**src/include/pvb_pkg.sv**
```systemverilog
// package: register map, field layout and constants for the channel value buffer
// Functional notes
// - In edge-aligned pulse mode with a running clock source, a written compare value loads only after both bytes and as the counter steps from modulo minus one to modulo.
// - In center-aligned pulse mode with a running clock source, a written compare value loads only after both bytes and as the counter steps from modulo minus one to modulo.
// - With a free-running counter, that load happens as the counter steps from FFFE to FFFF.
// - In center-aligned pulse mode a compare value equal to the modulo keeps the output active all period.
// - In center-aligned pulse mode a compare value of modulo minus one gives an output active nearly all period.
// - In center-aligned pulse mode with a running clock source, a change from zero to nonzero takes effect only when a new period starts.
// - In center-aligned pulse mode with a running clock source, a change from nonzero to zero lets the current period finish with the old duty.
// - In background debug mode a write to the status/control register discards a half-written modulo value.
// - In output compare mode with a running clock source, the compare value loads at the next counter step after the second byte.
// - A write to either counter byte clears the counter and the prescaler.
package pvb_pkg;
    localparam int ADDR_W = 3;
    localparam int DATA_W = 8;
    localparam int CNT_W = 16;
    localparam int PS_W = 7;
    // register offsets
    localparam logic [ADDR_W-1:0] OFS_STATUS_CTRL = 3'h0;
    localparam logic [ADDR_W-1:0] OFS_COUNT_HI = 3'h1;
    localparam logic [ADDR_W-1:0] OFS_COUNT_LO = 3'h2;
    localparam logic [ADDR_W-1:0] OFS_MOD_HI = 3'h3;
    localparam logic [ADDR_W-1:0] OFS_MOD_LO = 3'h4;
    localparam logic [ADDR_W-1:0] OFS_CHAN_CTRL = 3'h5;
    localparam logic [ADDR_W-1:0] OFS_VALUE_HI = 3'h6;
    localparam logic [ADDR_W-1:0] OFS_VALUE_LO = 3'h7;
    // status/control: [5] center mode, [4:3] clock source, [2:0] prescale
    typedef struct packed {
        logic [1:0] spare;
        logic center;
        logic [1:0] clock_source_select;
        logic [2:0] prescale;
    } pvb_status_ctrl_t;
    typedef enum logic [1:0] {
        MODE_CAPTURE = 2'h0,
        MODE_COMPARE = 2'h1,
        MODE_EDGE_PWM = 2'h3
    } pvb_chan_mode_t;
    // channel control: [2] low-true output, [1:0] mode
    typedef struct packed {
        logic [4:0] spare;
        logic low_true;
        logic [1:0] mode;
    } pvb_chan_ctrl_t;
    typedef enum logic {
        DIR_UP = 1'b0,
        DIR_DOWN = 1'b1
    } pvb_dir_t;
    localparam logic [1:0] CLKS_STOPPED = 2'h0;
    localparam logic [CNT_W-1:0] CNT_ZERO = 16'h0000;
    localparam logic [CNT_W-1:0] CNT_ONE = 16'h0001;
    localparam logic [CNT_W-1:0] CNT_FULL = 16'hFFFF;
    localparam logic [PS_W-1:0] PS_ZERO = 7'h00;
    localparam logic [PS_W-1:0] PS_ONE = 7'h01;
    localparam logic [PS_W-1:0] PS_MASK_ALL = 7'h7F;
    localparam logic [DATA_W-1:0] BYTE_ZERO = 8'h00;
    localparam logic [DATA_W-1:0] STATUS_RESET = 8'h00;
    localparam logic [DATA_W-1:0] CHAN_RESET = 8'h00;
endpackage

```
**src/core/pvb_channel.sv**
```systemverilog
// module: one timer channel with buffered compare value, counter and pulse output
`timescale 1ns/1ps
module pvb_channel (
    input wire logic REF_CLK_I,
    input wire logic RST_N_I,
    input wire logic [pvb_pkg::ADDR_W-1:0] ADDR_I,
    input wire logic [pvb_pkg::DATA_W-1:0] WR_DATA_I,
    input wire logic WR_I,
    input wire logic RD_I,
    input wire logic DEBUG_MODE_I,
    output logic [pvb_pkg::DATA_W-1:0] RD_DATA_O,
    output logic PWM_O
);

    ////////////////////////////////////////////////////////////////////////////
    // decode
    logic wr_sc, wr_cnt, wr_mod_hi, wr_mod_lo, wr_cc, wr_val_hi, wr_val_lo;
    assign wr_sc = WR_I && (ADDR_I == pvb_pkg::OFS_STATUS_CTRL);
    assign wr_cnt = WR_I && (ADDR_I == pvb_pkg::OFS_COUNT_HI || ADDR_I == pvb_pkg::OFS_COUNT_LO);
    assign wr_mod_hi = WR_I && (ADDR_I == pvb_pkg::OFS_MOD_HI);
    assign wr_mod_lo = WR_I && (ADDR_I == pvb_pkg::OFS_MOD_LO);
    assign wr_cc = WR_I && (ADDR_I == pvb_pkg::OFS_CHAN_CTRL);
    assign wr_val_hi = WR_I && (ADDR_I == pvb_pkg::OFS_VALUE_HI);
    assign wr_val_lo = WR_I && (ADDR_I == pvb_pkg::OFS_VALUE_LO);

    ////////////////////////////////////////////////////////////////////////////
    // debug mode input: three flops, change taken once the last two agree
    logic dbg_s1_q, dbg_s2_q, dbg_s3_q, dbg_q;
    always_ff @(posedge REF_CLK_I or negedge RST_N_I) begin
        if (!RST_N_I) begin
            dbg_s1_q <= 1'b0;
            dbg_s2_q <= 1'b0;
            dbg_s3_q <= 1'b0;
            dbg_q <= 1'b0;
        end else begin
            dbg_s1_q <= DEBUG_MODE_I;
            dbg_s2_q <= dbg_s1_q;
            dbg_s3_q <= dbg_s2_q;
            if (dbg_s2_q == dbg_s3_q) begin
                dbg_q <= dbg_s3_q;
            end
        end
    end

    ////////////////////////////////////////////////////////////////////////////
    // control registers
    pvb_pkg::pvb_status_ctrl_t sc_q;
    pvb_pkg::pvb_chan_ctrl_t cc_q;
    always_ff @(posedge REF_CLK_I or negedge RST_N_I) begin
        if (!RST_N_I) begin
            sc_q <= pvb_pkg::STATUS_RESET;
            cc_q <= pvb_pkg::CHAN_RESET;
        end else begin
            if (wr_sc) begin
                sc_q <= WR_DATA_I;
            end
            if (wr_cc) begin
                cc_q <= WR_DATA_I;
            end
        end
    end

    logic running, center, edge_mode, cmp_mode, cap_mode, active_lvl;
    assign running = (sc_q.clock_source_select != pvb_pkg::CLKS_STOPPED);
    assign center = sc_q.center;
    assign edge_mode = !center && (cc_q.mode == pvb_pkg::MODE_EDGE_PWM);
    assign cmp_mode = !center && (cc_q.mode == pvb_pkg::MODE_COMPARE);
    assign cap_mode = !center && (cc_q.mode == pvb_pkg::MODE_CAPTURE);
    assign active_lvl = !cc_q.low_true;

    ////////////////////////////////////////////////////////////////////////////
    // modulo with byte pairing
    logic [pvb_pkg::CNT_W-1:0] mod_q;
    logic [pvb_pkg::DATA_W-1:0] mod_hi_q;
    logic mod_half_q;
    always_ff @(posedge REF_CLK_I or negedge RST_N_I) begin
        if (!RST_N_I) begin
            mod_q <= pvb_pkg::CNT_ZERO;
            mod_hi_q <= pvb_pkg::BYTE_ZERO;
            mod_half_q <= 1'b0;
        end else if (wr_sc && dbg_q) begin
            mod_half_q <= 1'b0;
        end else if (wr_mod_hi) begin
            mod_hi_q <= WR_DATA_I;
            mod_half_q <= 1'b1;
        end else if (wr_mod_lo && mod_half_q) begin
            mod_q <= {mod_hi_q, WR_DATA_I};
            mod_half_q <= 1'b0;
        end
    end

    // 0 or FFFF in the modulo means free running
    logic [pvb_pkg::CNT_W-1:0] top;
    assign top = (mod_q == pvb_pkg::CNT_ZERO) ? pvb_pkg::CNT_FULL : mod_q;

    ////////////////////////////////////////////////////////////////////////////
    // prescaler: one-cycle tick per counter step; frozen in debug mode
    logic [pvb_pkg::PS_W-1:0] ps_q, ps_mask;
    logic tick;
    assign ps_mask = pvb_pkg::PS_MASK_ALL >> (3'h7 - sc_q.prescale);
    assign tick = running && !dbg_q && ((ps_q & ps_mask) == ps_mask);
    always_ff @(posedge REF_CLK_I or negedge RST_N_I) begin
        if (!RST_N_I) begin
            ps_q <= pvb_pkg::PS_ZERO;
        end else if (wr_cnt) begin
            ps_q <= pvb_pkg::PS_ZERO;
        end else if (running && !dbg_q) begin
            ps_q <= tick ? pvb_pkg::PS_ZERO : ps_q + pvb_pkg::PS_ONE;
        end
    end

    ////////////////////////////////////////////////////////////////////////////
    // counter: up-only, or up/down in center mode
    logic [pvb_pkg::CNT_W-1:0] cnt_q;
    pvb_pkg::pvb_dir_t dir_q;
    always_ff @(posedge REF_CLK_I or negedge RST_N_I) begin
        if (!RST_N_I) begin
            cnt_q <= pvb_pkg::CNT_ZERO;
            dir_q <= pvb_pkg::DIR_UP;
        end else if (wr_cnt) begin
            cnt_q <= pvb_pkg::CNT_ZERO;
            dir_q <= pvb_pkg::DIR_UP;
        end else if (tick) begin
            case (dir_q)
                pvb_pkg::DIR_UP: begin
                    if (cnt_q >= top && center) begin
                        cnt_q <= cnt_q - pvb_pkg::CNT_ONE;
                        dir_q <= pvb_pkg::DIR_DOWN;
                    end else if (cnt_q >= top) begin
                        cnt_q <= pvb_pkg::CNT_ZERO;
                    end else begin
                        cnt_q <= cnt_q + pvb_pkg::CNT_ONE;
                    end
                end
                pvb_pkg::DIR_DOWN: begin
                    if (cnt_q == pvb_pkg::CNT_ZERO) begin
                        cnt_q <= pvb_pkg::CNT_ONE;
                        dir_q <= pvb_pkg::DIR_UP;
                    end else begin
                        cnt_q <= cnt_q - pvb_pkg::CNT_ONE;
                    end
                end
                default: begin
                    dir_q <= pvb_pkg::DIR_UP;
                end
            endcase
        end
    end

    // counter about to step to its top value
    logic step_top;
    assign step_top = tick && (dir_q == pvb_pkg::DIR_UP) && (cnt_q == top - pvb_pkg::CNT_ONE);

    ////////////////////////////////////////////////////////////////////////////
    // compare value: write buffer, byte pairing, load
    logic [pvb_pkg::CNT_W-1:0] val_buf_q, cv_q;
    logic val_half_q, pend_q, pair_done, load_pwm, load_cmp, load_now;
    assign pair_done = wr_val_lo && val_half_q && !cap_mode;
    // a half-written pair holds back the pending load; a status/control write clears the half flag, so a mixed value can then load
    assign load_pwm = pend_q && !val_half_q && running && (edge_mode || center) && step_top;
    assign load_cmp = pend_q && !val_half_q && running && cmp_mode && tick;
    assign load_now = pair_done && !running;

    // input capture writes are dropped; software must not issue them
    always_ff @(posedge REF_CLK_I or negedge RST_N_I) begin
        if (!RST_N_I) begin
            val_buf_q <= pvb_pkg::CNT_ZERO;
            val_half_q <= 1'b0;
        end else if (wr_sc) begin
            val_half_q <= 1'b0;
        end else if (wr_val_hi && !cap_mode) begin
            val_buf_q[15:8] <= WR_DATA_I;
            val_half_q <= 1'b1;
        end else if (wr_val_lo && !cap_mode) begin
            val_buf_q[7:0] <= WR_DATA_I;
            val_half_q <= 1'b0;
        end
    end

    // a pair completed in the load cycle stays pending: set wins
    always_ff @(posedge REF_CLK_I or negedge RST_N_I) begin
        if (!RST_N_I) begin
            pend_q <= 1'b0;
        end else if (pair_done && running) begin
            pend_q <= 1'b1;
        end else if (load_pwm || load_cmp || !running) begin
            pend_q <= 1'b0;
        end
    end

    always_ff @(posedge REF_CLK_I or negedge RST_N_I) begin
        if (!RST_N_I) begin
            cv_q <= pvb_pkg::CNT_ZERO;
        end else if (load_now) begin
            cv_q <= {val_buf_q[15:8], WR_DATA_I};
        end else if (load_pwm || load_cmp) begin
            cv_q <= val_buf_q;
        end
    end

    ////////////////////////////////////////////////////////////////////////////
    // duty in use: in center mode with a running clock source, zero transitions wait for the period start at the top count; zero is mid-period
    logic [pvb_pkg::CNT_W-1:0] duty_q;
    logic zero_edge;
    assign zero_edge = (cv_q == pvb_pkg::CNT_ZERO) != (duty_q == pvb_pkg::CNT_ZERO);
    always_ff @(posedge REF_CLK_I or negedge RST_N_I) begin
        if (!RST_N_I) begin
            duty_q <= pvb_pkg::CNT_ZERO;
        end else if (!running || !center || !zero_edge || cnt_q == top) begin
            duty_q <= cv_q;
        end
    end

    ////////////////////////////////////////////////////////////////////////////
    // pulse output
    logic cen_active;
    // duty at or above top holds the output on the whole period
    assign cen_active = (duty_q >= top) || (cnt_q < duty_q);
    always_ff @(posedge REF_CLK_I or negedge RST_N_I) begin
        if (!RST_N_I) begin
            PWM_O <= 1'b0;
        end else if (center) begin
            PWM_O <= cen_active ? active_lvl : !active_lvl;
        end else if (edge_mode) begin
            PWM_O <= (cnt_q < duty_q) ? active_lvl : !active_lvl;
        end else if (cmp_mode && tick && cnt_q == cv_q) begin
            PWM_O <= !PWM_O;
        end
    end

    ////////////////////////////////////////////////////////////////////////////
    // read port: data one cycle after the strobe, zero otherwise
    always_ff @(posedge REF_CLK_I or negedge RST_N_I) begin
        if (!RST_N_I) begin
            RD_DATA_O <= pvb_pkg::BYTE_ZERO;
        end else if (!RD_I) begin
            RD_DATA_O <= pvb_pkg::BYTE_ZERO;
        end else begin
            case (ADDR_I)
                pvb_pkg::OFS_STATUS_CTRL: RD_DATA_O <= sc_q;
                pvb_pkg::OFS_COUNT_HI: RD_DATA_O <= cnt_q[15:8];
                pvb_pkg::OFS_COUNT_LO: RD_DATA_O <= cnt_q[7:0];
                pvb_pkg::OFS_MOD_HI: RD_DATA_O <= mod_q[15:8];
                pvb_pkg::OFS_MOD_LO: RD_DATA_O <= mod_q[7:0];
                pvb_pkg::OFS_CHAN_CTRL: RD_DATA_O <= cc_q;
                pvb_pkg::OFS_VALUE_HI: RD_DATA_O <= cv_q[15:8];
                pvb_pkg::OFS_VALUE_LO: RD_DATA_O <= cv_q[7:0];
                default: RD_DATA_O <= pvb_pkg::BYTE_ZERO;
            endcase
        end
    end
endmodule // pvb_channel

```
**config.mk**
```make
export PLATFORM = sky130hd
export DESIGN_NAME = pvb_channel
export DESIGN_NICKNAME = d
export VERILOG_FILES = /design/src/include/pvb_pkg.sv /design/src/core/pvb_channel.sv
export SDC_FILE = /design/constraint.sdc
export NUM_CORES = 1
export LEC_CHECK = 0
export BUFFER_PORTS_ARGS = -buffer_cell sky130_fd_sc_hd__buf_4
export CORE_ASPECT_RATIO = 1.5
export CORE_MARGIN = 1
export CORE_UTILIZATION = 45
export DETAILED_ROUTE_END_ITERATION = 10
export SLEW_MARGIN = 15
export SYNTH_ARGS = -nofsm -noshare
export SYNTH_HDL_FRONTEND = slang
export SYNTH_SLANG_ARGS = --single-unit
```
**constraint.sdc**
```tcl
create_clock -name REF_CLK_I -period 4.21 [get_ports REF_CLK_I]
set_clock_uncertainty 0.1 [all_clocks]
set_input_delay 1.0525 -clock REF_CLK_I [delete_from_list [all_inputs] [get_ports REF_CLK_I]]
set_output_delay 1.0525 -clock REF_CLK_I [all_outputs]
set_load 0.02 [all_outputs]
```
==> results of run 1 <==
kinds of logic after synthesis:
family / Yosys count
simple gates: 312
buf+inv: 79
fa+ha+maj: 53
compound gates: 203
xor+xnor: 41
flops: 128
mux: 79
registers in the layout, summed over array words and instances (netlist names), 7 cells and up:
register and count:
val_buf_q 16, sc_q 7, mod_hi_q 8, RD_DATA_O 8, duty_q 16, cc_q 8
cv_q 16, ps_q 7, cnt_q 16, mod_q 16
routing by layer:
metal | vias to the layer above | GRT usage
li1 | 3386 | -
met4 | 0 | 0.1979
met3 | 92 | 0.04225
met2 | 276 | 0.5247
met1 | 3583 | 0.3389
met5 | - | 0
cell type report:
cell class / count / area, um^2 / area share
clock buffer: 19 / 442.9 / 0.04539
multi-input combinational: 689 / 4916 / 0.5038
timing repair buffer: 74 / 601.8 / 0.06167
sequential: 128 / 3203 / 0.3282
inverter: 29 / 108.9 / 0.01116
clock inverter: 13 / 175.2 / 0.01795
tap: 248 / 310.3 / 0.03180
power groups by stage:
stage	Combinational, mW	Clock (mW)	Sequential (mW)
floorplan	2.12	0	1.85
global placement	2.96	0	2.06
detailed placement	2.98	0	2.05
CTS	3.01	1.58	2.04
global route	3.37	1.62	2.08
finish	3.07	1.56	2.05
worst max-delay path: cells and delay by family, from the launching register on:
family,cells,cell delay (ps)
buffers and inverters,1,150
adders and majority gates,1,220
DFF,1,370
muxes,1,350
xor gates and xnor gates,1,110
and+or+nand+nor,10,2490
AOI/OAI and AO/OA,1,200
worst paths after layout:
path	start	end	depth (start not counted)	slack (ps)
max in group asynchronous	RST_N_I	cv_q[3]	2	2700
min reg2reg	dbg_s1_q	dbg_s2_q	0	250
max	mod_q[14]	cv_q[10]	15	90
min	dbg_s1_q	dbg_s2_q	0	250
min in group asynchronous	RST_N_I	cnt_q[4]	1	560
max reg2reg	mod_q[14]	cv_q[10]	15	90
per-stage QoR:
| step | util | hold slack [ps] |
|---|---|---|
| 3_5_place_dp | 0.4999 | 240.5 |
| 4_1_cts | 0.5341 | 255.8 |
| 2_1_floorplan | - | 231.2 |
| 3_3_place_gp | 0.4999 | 244.2 |
| 5_1_grt | 0.5394 | 267.9 |
| 6_report | 0.5394 | 252.1 |
repair_timing:
item,in CTS,in global routing
setup endpoints to repair,0,30
setup buffers,0,4
resized for setup,0,7
hold buffers,0,0
placed cells by master (no fill, tap or decap), types with 8 or more instances in the layout:
cell type / count
a21o_1: 9
a21oi_1: 39
a221oi_1: 11
a22oi_1: 8
and3_1: 12
buf_4: 70
clkbuf_16: 18
dfrtp_1: 128
ha_1: 51
inv_1: 28
mux2_2: 55
mux2i_1: 19
nand2_1: 85
nand3_1: 22
nand4_1: 17
nor2_1: 75
nor3_1: 16
nor4_1: 21
o21a_1: 11
o21ai_0: 62
o22a_1: 9
or3_1: 15
xnor2_1: 14
xor2_1: 27
==> impl_metrics.sql, run 1 <==
INSERT INTO impl_metrics (metric_group, metric, value, unit) VALUES
('cts', 'insertion_delay', '420', 'ps'),
('logic_synthesis', 'post_synth_edffs', '0', ''),
('logic_synthesis', 'flops_latches_synth', '128', ''),
('routing', 'm1WireLength', '10510', 'um'),
('place', 'place_area', '0.009045', 'mm^2'),
('global_routing', 'grt_usage', '0.3000', ''),
('power', 'clock_power_share', '0.233', ''),
('routing', 'final_antenna_net_count', '0', ''),
('layout', 'fill_cells', '1671', ''),
('routing', 'route.final.wire_length', '27410', 'um'),
('logic_synthesis', 'synth_async_sr_flop_share', '1.000', ''),
('power', 'power.net_switching', '2.860', 'mW'),
('routing', 'drt_pass1_iterations', '5', ''),
('logic_synthesis', 'synth_fp_nets', '963', ''),
('logic_synthesis', 'synth_largest_type_area_fraction', '0.3829', ''),
('sta', 'drv_slew', '0', ''),
('floorplanning', 'design.core.area', '0.01809', 'mm^2'),
('worst_setup_path', 'required', '4410', 'ps'),
('power', 'irDropWorstVdd', '0.3336', 'mV'),
('sta', 'rsz0062_at_grt', 'true', ''),
('logic_synthesis', 'seq_area_frac_synth', '0.3829', ''),
('global_routing', 'first_pass_grt_wire_length', '42420', 'um'),
('logic_synthesis', 'synth.distinct_cells', '70', ''),
('layout', 'antenna_cells_inserted', '0', ''),
('logic_synthesis', 'synthCells', '895', ''),
('worst_setup_path', 'most_prevalent_standard_cell_on_the_critical_path', 'nor2_4', ''),
('routing', 'detailroute.wirelength.met2', '13820', 'um'),
('outcome', 'run_status', 'finished clean', ''),
('power', 'switching_share', '0.4281', ''),
('logic_synthesis', 'yosys-mux-area-fraction', '0.1057', ''),
('layout', 'drive_gt1_frac', '0.2080', ''),
('global_routing', 'grt_max_degree', '82', ''),
('sta', 'layout_min_cycle_time', '4118', 'ps'),
('power', 'p_comb_frac', '0.460', ''),
('logic_synthesis', 'dominantRegCellSynth', 'dfrtp_1', ''),
('sta', 'tightest_slew', '832.4', 'ps'),
('sta', 'fin_crit_sh', '0.9780', ''),
('logic_synthesis', 'synth.cell_area', '0.008366', 'mm^2'),
('floorplanning', 'die-area', '0.01915', 'mm^2'),
('floorplanning', 'pin_count', '25', ''),
('global_routing', 'antenna_found_initial', '0', ''),
('place', 'placedCellCount', '1162', ''),
('cts', 'cts_tree', 'done', ''),
('hold_path', 'hold_path.class', 'flop to flop', ''),
('logic_synthesis', 'yosys_synthesis_warning_count', '0', ''),
('logic_synthesis', 'yosysTopAreaCell', 'dfrtp_1', ''),
('worst_setup_path', 'path_class', 'flop to flop', ''),
('routing', 'highest_layer', 'met4', ''),
('sta', 'max-slew-margin-rel', '0.4430', ''),
('sta', 'setup_violations', '0', ''),
('worst_setup_path', 'max_stage_delay', '540', 'ps'),
('flow_run', 'max_cap_viol_count', '0', ''),
('worst_setup_path', 'worst_path_max_delay_cell', 'or4_4', ''),
('floorplanning', 'initial_core_utilization', '0.4624', ''),
('global_routing', 'grt_overflow_total', '0', ''),
('place', 'io_buffers', '24', ''),
('sta', 'final_report_hold_violation_count', '0', ''),
('logic_synthesis', 'post_synth_most_frequent_cells', 'dfrtp_1 (128), nand2_1 (85), nor2_1 (77)', ''),
('routing', 'routed-via-count', '7337', ''),
('layout', 'area_growth', '16.65', '%'),
('floorplanning', 'row_count', '60', ''),
('worst_setup_path', 'critPathMaxFanout', '7', ''),
('cts', 'numCtsBuffers', '17', ''),
('power', 'power.leakage', '4.389', 'nW'),
('cts', 'clock-sinks', '128', ''),
('worst_setup_path', 'arrival', '4320', 'ps'),
('worst_setup_path', 'timing.critical_path.to_type', 'flop', ''),
('sta', 'final.setup.worst_slack', '92.49', 'ps'),
('place', 'post-place-ws', '53.67', 'ps'),
('logic_synthesis', 'synth.area.top_cells', 'dfrtp_1 (38%), ha_1 (7.8%), mux2_2 (7.7%)', ''),
('place', 'dpl.hpwl', '20100', 'um');
Power figures use the tool's default switching activity.
==> inputs of run 2 (changes only) <==
--- a/config.mk
+++ b/config.mk
@@ -10,6 +10,7 @@
 export CORE_MARGIN = 1
 export CORE_UTILIZATION = 45
 export DETAILED_ROUTE_END_ITERATION = 10
+export SETUP_SLACK_MARGIN = 0.1
 export SLEW_MARGIN = 15
 export SYNTH_ARGS = -nofsm -noshare
 export SYNTH_HDL_FRONTEND = slang
==> impl_metrics.sql, run 2 (synthesis results as in run 1) <==
INSERT INTO impl_metrics (metric_group, metric, value, unit) VALUES
('floorplanning', 'chipHeight', '169.0', 'um'),
('sta', 'layout_min_cycle_time', '4014', 'ps'),
('worst_setup_path', 'arrival', '4230', 'ps'),
('power', 'power.leakage', '4.395', 'nW'),
('sta', 'tightest_slew', '853.0', 'ps'),
('layout', 'postLayoutCoreUtil', '0.5419', ''),
('sta', 'fin_crit_sh', '0.9535', ''),
('cts', 'cts_tree', 'done', ''),
('hold_path', 'hold_path.class', 'flop to flop', ''),
('global_routing', 'number_of_global_route_vias_before_repair', '7495', ''),
('floorplanning', 'row_count', '60', ''),
('worst_setup_path', 'max_stage_delay', '530', 'ps'),
('layout', 'area_growth', '17.20', '%'),
('place', 'dpl.hpwl', '19910', 'um'),
('layout', 'drive_gt1_frac', '0.2234', ''),
('floorplanning', 'initial_core_utilization', '0.4624', ''),
('global_routing', 'grt_max_degree', '70', ''),
('worst_setup_path', 'crit_cells', '14', ''),
('layout', 'highest_count_cells_in_the_layout_ignoring_fill_and_taps', 'dfrtp_1 (128), nand2_1 (85), buf_4 (74)', ''),
('power', 'power_density', '684.4', 'mW/mm^2'),
('hold_path', 'hold-path-cell-count', '0', ''),
('sta', 'setup_violations', '0', ''),
('cts', 'cts_hold_buf', '0', ''),
('sta', 'achievable-frequency', '249.1', 'MHz'),
('routing', 'route.final.wire_length', '27630', 'um'),
('worst_setup_path', 'critPathLaunchType', 'flop', ''),
('routing', 'drt_pass1_iterations', '5', ''),
('place', 'gp_routability_congestion', '0.9616', ''),
('global_routing', 'first_pass_grt_wire_length', '42750', 'um'),
('outcome', 'run_status', 'finished clean', ''),
('global_routing', 'grt_overflow_total', '0', ''),
('sta', 'drv_slew', '0', ''),
('cts', 'numCtsBuffers', '17', ''),
('sta', 'final_report_hold_violation_count', '0', ''),
('sta', 'rsz0062_at_grt', 'true', ''),
('layout', 'most_common_cell_after_layout_fill_and_taps_aside', 'dfrtp_1', ''),
('worst_setup_path', 'family_of_cells_with_the_greatest_summed_delay_on_the_critical_path', 'simple AND/OR/NAND/NOR gates', ''),
('routing', 'vias_per_cell', '6.109', ''),
('routing', 'wire_per_inst', '22.91', 'um'),
('worst_setup_path', 'critPathMaxFanout', '6', ''),
('sta', 'worst_hold_slack', '263.9', 'ps'),
('floorplanning', 'die-area', '0.01915', 'mm^2'),
('cts', 'cts.reportedPaths.clkPinSlew', '60', 'ps'),
('cts', 'clk_root_buffer_cell', 'clkbuf_16', ''),
('routing', 'final_antenna_net_count', '0', ''),
('sta', 'max-slew-margin-rel', '0.4279', ''),
('routing', 'routed-via-count', '7368', ''),
('worst_setup_path', 'worst_r2r_path_depth', '14', ''),
('flow_run', 'max_cap_viol_count', '0', ''),
('layout', 'fin_nets', '1013', ''),
('cts', 'cts_buffer_depth', '2', ''),
('floorplanning', 'design.core.area', '0.01809', 'mm^2'),
('worst_setup_path', 'required', '4420', 'ps'),
('cts', 'cts_max_level', '4', ''),
('routing', 'number_of_violations_reported_at_the_end_of_detailed_routing_iteration_0', '476', ''),
('routing', 'drt_drc_violations_left', '0', ''),
('worst_setup_path', 'crit_buf_inv', '0', ''),
('worst_setup_path', 'crit_chain', 'or4_4, or3_4, nor2_4, nor2_1, ha_4, nor2b_1, nand3_1, nor3_1, a31oi_1, nand2_1, nor4_4, a41oi_4, nand2_4, mux2_2', ''),
('cts', 'clock-sinks', '128', ''),
('layout', 'antenna_cells_inserted', '0', ''),
('worst_setup_path', 'worst_path_max_delay_cell', 'or4_4', ''),
('worst_setup_path', 'timing.critical_path.to_type', 'flop', ''),
('global_routing', 'grt_usage', '0.3015', ''),
('global_routing', 'antenna_found_initial', '0', ''),
('place', 'io_buffers', '24', ''),
('power', 'irDropWorstVdd', '0.4442', 'mV'),
('floorplanning', 'pin_count', '25', ''),
('cts', 'insertion_delay', '430', 'ps'),
('floorplanning', 'die_boundary_width', '113.3', 'um'),
('worst_setup_path', 'path_class', 'flop to flop', '');
==> run 2: changes by cell type in the layout (fill, tap and decap cells not counted), sizes merged <==
| cell | change |
|---|---|
| buf | +7 |
| clkinvlp | +3 |
| clkbuf | -2 |
| bufinv | -1 |
| inv | -1 |
==> run 2: power breakdown <==
group / internal [mW] / switching [mW]
combinational: 1.35 / 1.78
clock: 0.895 / 0.621
sequential: 1.56 / 0.494
total: 3.81 / 2.90
==> run 2: worst reg2reg max path: stages (launching register included) <==
cell,delay [ps]
dfrtp_1,380
or4_4,530
or3_4,370
nor2_4,210
nor2_1,120
ha_4,190
nor2b_1,160
nand3_1,180
nor3_1,100
a31oi_1,310
nand2_1,160
nor4_4,340
a41oi_4,230
nand2_4,170
mux2_2,360
==> run 2: layer usage <==
metal,wire length (um),global-route usage,up-vias
li1,-,-,3390
met1,10430,0.3404,3601
met2,13810,0.5161,272
met3,1385,0.04547,105
met4,1996,0.2185,0
met5,0,0,-
==> run 2: timing repair <==
item,in CTS,in global routing
pin swaps,4,14
resized for setup,1,20
setup buffers,1,10
setup endpoints to repair,6,30
cloned,1,1
==> run 2: final timing paths <==
check	startpoint	end	slack (ps)
worst min-delay path	dbg_s1_q	dbg_s2_q	260
worst max register to register	mod_q[13]	cv_q[12]	200
worst min register to register	dbg_s1_q	dbg_s2_q	260
max in group asynchronous	RST_N_I	cv_q[7]	2720
worst max-delay path	mod_q[13]	cv_q[12]	200
min in group asynchronous	RST_N_I	cnt_q[3]	520
==> run 2: layout make-up <==
type	instances	area, um^2
Multi-Input combinational cell	689	4962
Clock buffer	18	439.2
Fill cell	1656	8288
Timing Repair Buffer	80	625.6
Clock inverter	14	155.1
Tap cell	248	310.3
Sequential cell	128	3203
Inverter	29	108.9
==> run 2: per-stage QoR <==
step                      worst slack [ps]  area [um^2]  power, mW  instances  setup TNS [ps]
after floorplan                     -23.98         8442      3.977        895          -47.95
after global placement               95.55         9041      5.009       1161               0
after global routing                 48.60         9804      7.140       1206               0
after CTS                            114.8         9653      6.576       1195               0
final                                195.9         9804      6.710       1206               0
after detailed placement            -8.477         9041      5.029       1161          -8.477
==> inputs of run 3 (changes only) <==
==> constraint.sdc (replaced) <==
create_clock -name REF_CLK_I -period 4.21 [get_ports REF_CLK_I]
set_clock_uncertainty 0.1 [all_clocks]
set_input_delay 0.842 -clock REF_CLK_I [delete_from_list [all_inputs] [get_ports REF_CLK_I]]
set_output_delay 0.842 -clock REF_CLK_I [all_outputs]
set_load 0.02 [all_outputs]
==> impl_metrics.sql, run 3 (synthesis results as in run 1) <==
INSERT INTO impl_metrics (metric_group, metric, value, unit) VALUES
('floorplanning', 'design.core.area', '0.01809', 'mm^2'),
('cts', 'cts_tree', 'done', ''),
('power', 'p_comb_frac', '0.463', ''),
('routing', 'wire_per_inst', '22.99', 'um'),
('hold_path', 'hold-path-cell-count', '0', ''),
('hold_path', 'hold_path.class', 'flop to flop', ''),
('worst_setup_path', 'required', '4470', 'ps'),
('routing', 'route.final.wire_length', '27710', 'um'),
('sta', 'tightest_slew', '912.8', 'ps'),
('power', 'p_seq_frac', '0.301', ''),
('global_routing', 'first_pass_grt_wire_length', '43340', 'um'),
('layout', 'ff_latch_area', '0.003203', 'mm^2'),
('routing', 'final_antenna_net_count', '0', ''),
('layout', 'highest_count_cells_in_the_layout_ignoring_fill_and_taps', 'dfrtp_1 (128), nand2_1 (85), nor2_1 (73), buf_4 (73), o21ai_0 (58)', ''),
('cts', 'cts_buffer_depth', '2', ''),
('layout', 'final_instance_area', '0.009871', 'mm^2'),
('sta', 'drv_slew', '0', ''),
('global_routing', 'grt_overflow_total', '0', ''),
('sta', 'setup-tns-final', '0', 'ps'),
('cts', 'insertion_delay', '430', 'ps'),
('global_routing', 'grt_usage', '0.3044', ''),
('worst_setup_path', 'critPathMaxFanout', '8', ''),
('routing', 'm1WireLength', '10760', 'um'),
('place', 'gp_routability_congestion', '0.9446', ''),
('power', 'power.leakage', '4.416', 'nW'),
('hold_path', 'min_to', 'dbg_s2_q', ''),
('routing', 'highest_layer', 'met4', ''),
('routing', 'detailroute.wirelength.met2', '13820', 'um'),
('worst_setup_path', 'internal_reg_to_reg_setup_slack', '220', 'ps'),
('floorplanning', 'chipHeight', '169.0', 'um'),
('sta', 'final_report_hold_violation_count', '0', ''),
('global_routing', 'number_of_global_route_vias_before_repair', '7361', ''),
('floorplanning', 'row_count', '60', ''),
('power', 'p_int', '3.906', 'mW'),
('power', 'irDropWorstVdd', '0.3119', 'mV'),
('routing', 'vias_per_cell', '6.174', ''),
('sta', 'max-slew-margin-rel', '0.3896', ''),
('worst_setup_path', 'max_stage_delay', '540', 'ps'),
('floorplanning', 'die-area', '0.01915', 'mm^2'),
('place', 'io_buffers', '24', ''),
('place', 'placedCellCount', '1161', ''),
('global_routing', 'antenna_found_initial', '0', ''),
('sta', 'setup_violations', '0', ''),
('layout', 'finalNonFillerCells', '1205', ''),
('layout', 'drive_gt1_frac', '0.2278', ''),
('cts', 'cts_max_level', '4', ''),
('routing', 'number_of_violations_reported_at_the_end_of_detailed_routing_iteration_0', '566', ''),
('sta', 'layout_min_cycle_time', '3992', 'ps'),
('floorplanning', 'die_boundary_width', '113.3', 'um'),
('layout', 'area_growth', '17.99', '%'),
('worst_setup_path', 'reg2reg_from', 'mod_q[13]', ''),
('routing', 'routed-via-count', '7440', ''),
('sta', 'worst_hold_slack', '275.3', 'ps'),
('worst_setup_path', 'worst_path_max_delay_cell', 'or4_4', ''),
('place', 'place_area', '0.009029', 'mm^2'),
('floorplanning', 'initial_core_utilization', '0.4624', ''),
('outcome', 'run_status', 'finished clean', ''),
('hold_path', 'min-delay-start', 'dbg_s1_q', ''),
('cts', 'cts.reportedPaths.clkPinSlew', '60', 'ps'),
('layout', 'antenna_cells_inserted', '0', ''),
('sta', 'achievable-frequency', '250.5', 'MHz'),
('layout', 'fin_nets', '1012', ''),
('routing', 'drt_drc_violations_left', '0', ''),
('power', 'switching_share', '0.4285', ''),
('cts', 'clk_root_buffer_cell', 'clkbuf_16', ''),
('layout', 'most_common_cell_after_layout_fill_and_taps_aside', 'dfrtp_1', ''),
('worst_setup_path', 'arrival', '4260', 'ps'),
('cts', 'clock-sinks', '128', ''),
('power', 'power_density', '692.4', 'mW/mm^2'),
('floorplanning', 'pin_count', '25', ''),
('sta', 'fin_crit_sh', '0.9482', ''),
('flow_run', 'max_cap_viol_count', '0', ''),
('routing', 'drt_pass1_iterations', '5', ''),
('worst_setup_path', 'timing.critical_path.to_type', 'flop', ''),
('cts', 'cts_hold_buf', '0', ''),
('sta', 'rsz0062_at_grt', 'true', ''),
('layout', 'fill_cells', '1632', ''),
('worst_setup_path', 'crit-reg2reg-capture', 'cnt_q[14]', ''),
('routing', 'routed-wl-met3', '1375', 'um'),
('worst_setup_path', 'crit_chain', 'or4_4, or3_4, nor2_4, buf_8, nor2_1, ha_1, nand4_1, nor2_2, and3_4, o21ai_1, o211ai_1, buf_4, a21oi_2, or2_2, o2111ai_2, o21a_1', ''),
('layout', 'area_of_combinational_cells_with_multiple_inputs', '0.004995', 'mm^2'),
('cts', 'numCtsBuffers', '17', ''),
('worst_setup_path', 'worst_r2r_path_depth', '16', ''),
('worst_setup_path', 'path_class', 'flop to flop', ''),
('global_routing', 'grt_max_degree', '89', ''),
('power', 'power.net_switching', '2.928', 'mW'),
('power', 'total_power_consumption', '6.835', 'mW'),
('power', 'clock_power_share', '0.236', ''),
('worst_setup_path', 'critPathLaunchType', 'flop', ''),
('place', 'dpl.hpwl', '20020', 'um');
## run 3: layer usage
metal  global-route usage  up-vias
met5                    0        -
met4               0.1802        0
met3              0.04762      105
met2               0.5252      275
met1               0.3554     3672
li1                     -     3388
## run 3: worst max-delay path, delay by kind of cell, from the launching register on
| family | cells | cell delay, ps |
|---|---|---|
| flip-flops | 1 | 370 |
| buffers and inverters | 2 | 350 |
| AND/OR/NAND/NOR | 8 | 2010 |
| AO/OA/AOI/OAI | 5 | 740 |
| adder cells (fa/ha/maj) | 1 | 330 |
## run 3: per-stage QoR
| step | setup slack, ps | util |
|---|---|---|
| final | 218.3 | 0.5456 |
| after global routing | 32.69 | 0.5456 |
| after CTS | 103.7 | 0.5364 |
| after detailed placement | 3.473 | 0.4990 |
| after global placement | 58.86 | 0.4990 |
| after floorplan | -23.98 | - |
## run 3: area by class of cell
cell class | count | area share
clock inverters | 14 | 0.02053
well taps | 248 | 0.03144
flip-flops and latches | 128 | 0.3245
repair buffers | 78 | 0.06300
clock buffers | 18 | 0.04348
inverters | 29 | 0.01103
multi-input cells | 690 | 0.5060
## run 3: worst max-delay path by stage
stage / from / to / cells after the start
finish: mod_q[13] / cnt_q[14] / 16
floorplan: mod_q[13] / cv_q[14] / 17
global route: mod_q[13] / cnt_q[15] / 17
global placement: mod_q[13] / cnt_q[4] / 16
CTS: mod_q[13] / cnt_q[15] / 16
detailed placement: mod_q[13] / cnt_q[6] / 16
## run 3: timing repair
action,4_1_cts,5_1_grt
buffers inserted,3,6
resized for setup,3,23
endpoints found under the setup margin,17,34
gates cloned,1,2
pin swaps,3,16
## run 3: power by group through the flow
| stage | clock network, mW | logic [mW] | registers (mW) |
|---|---|---|---|
| after global placement | 0 | 2.97 | 2.06 |
| after floorplan | 0 | 2.13 | 1.85 |
| after CTS | 1.62 | 3.05 | 2.04 |
| final | 1.62 | 3.16 | 2.06 |
| after detailed placement | 0 | 3.00 | 2.06 |
| after global routing | 1.67 | 3.51 | 2.10 |
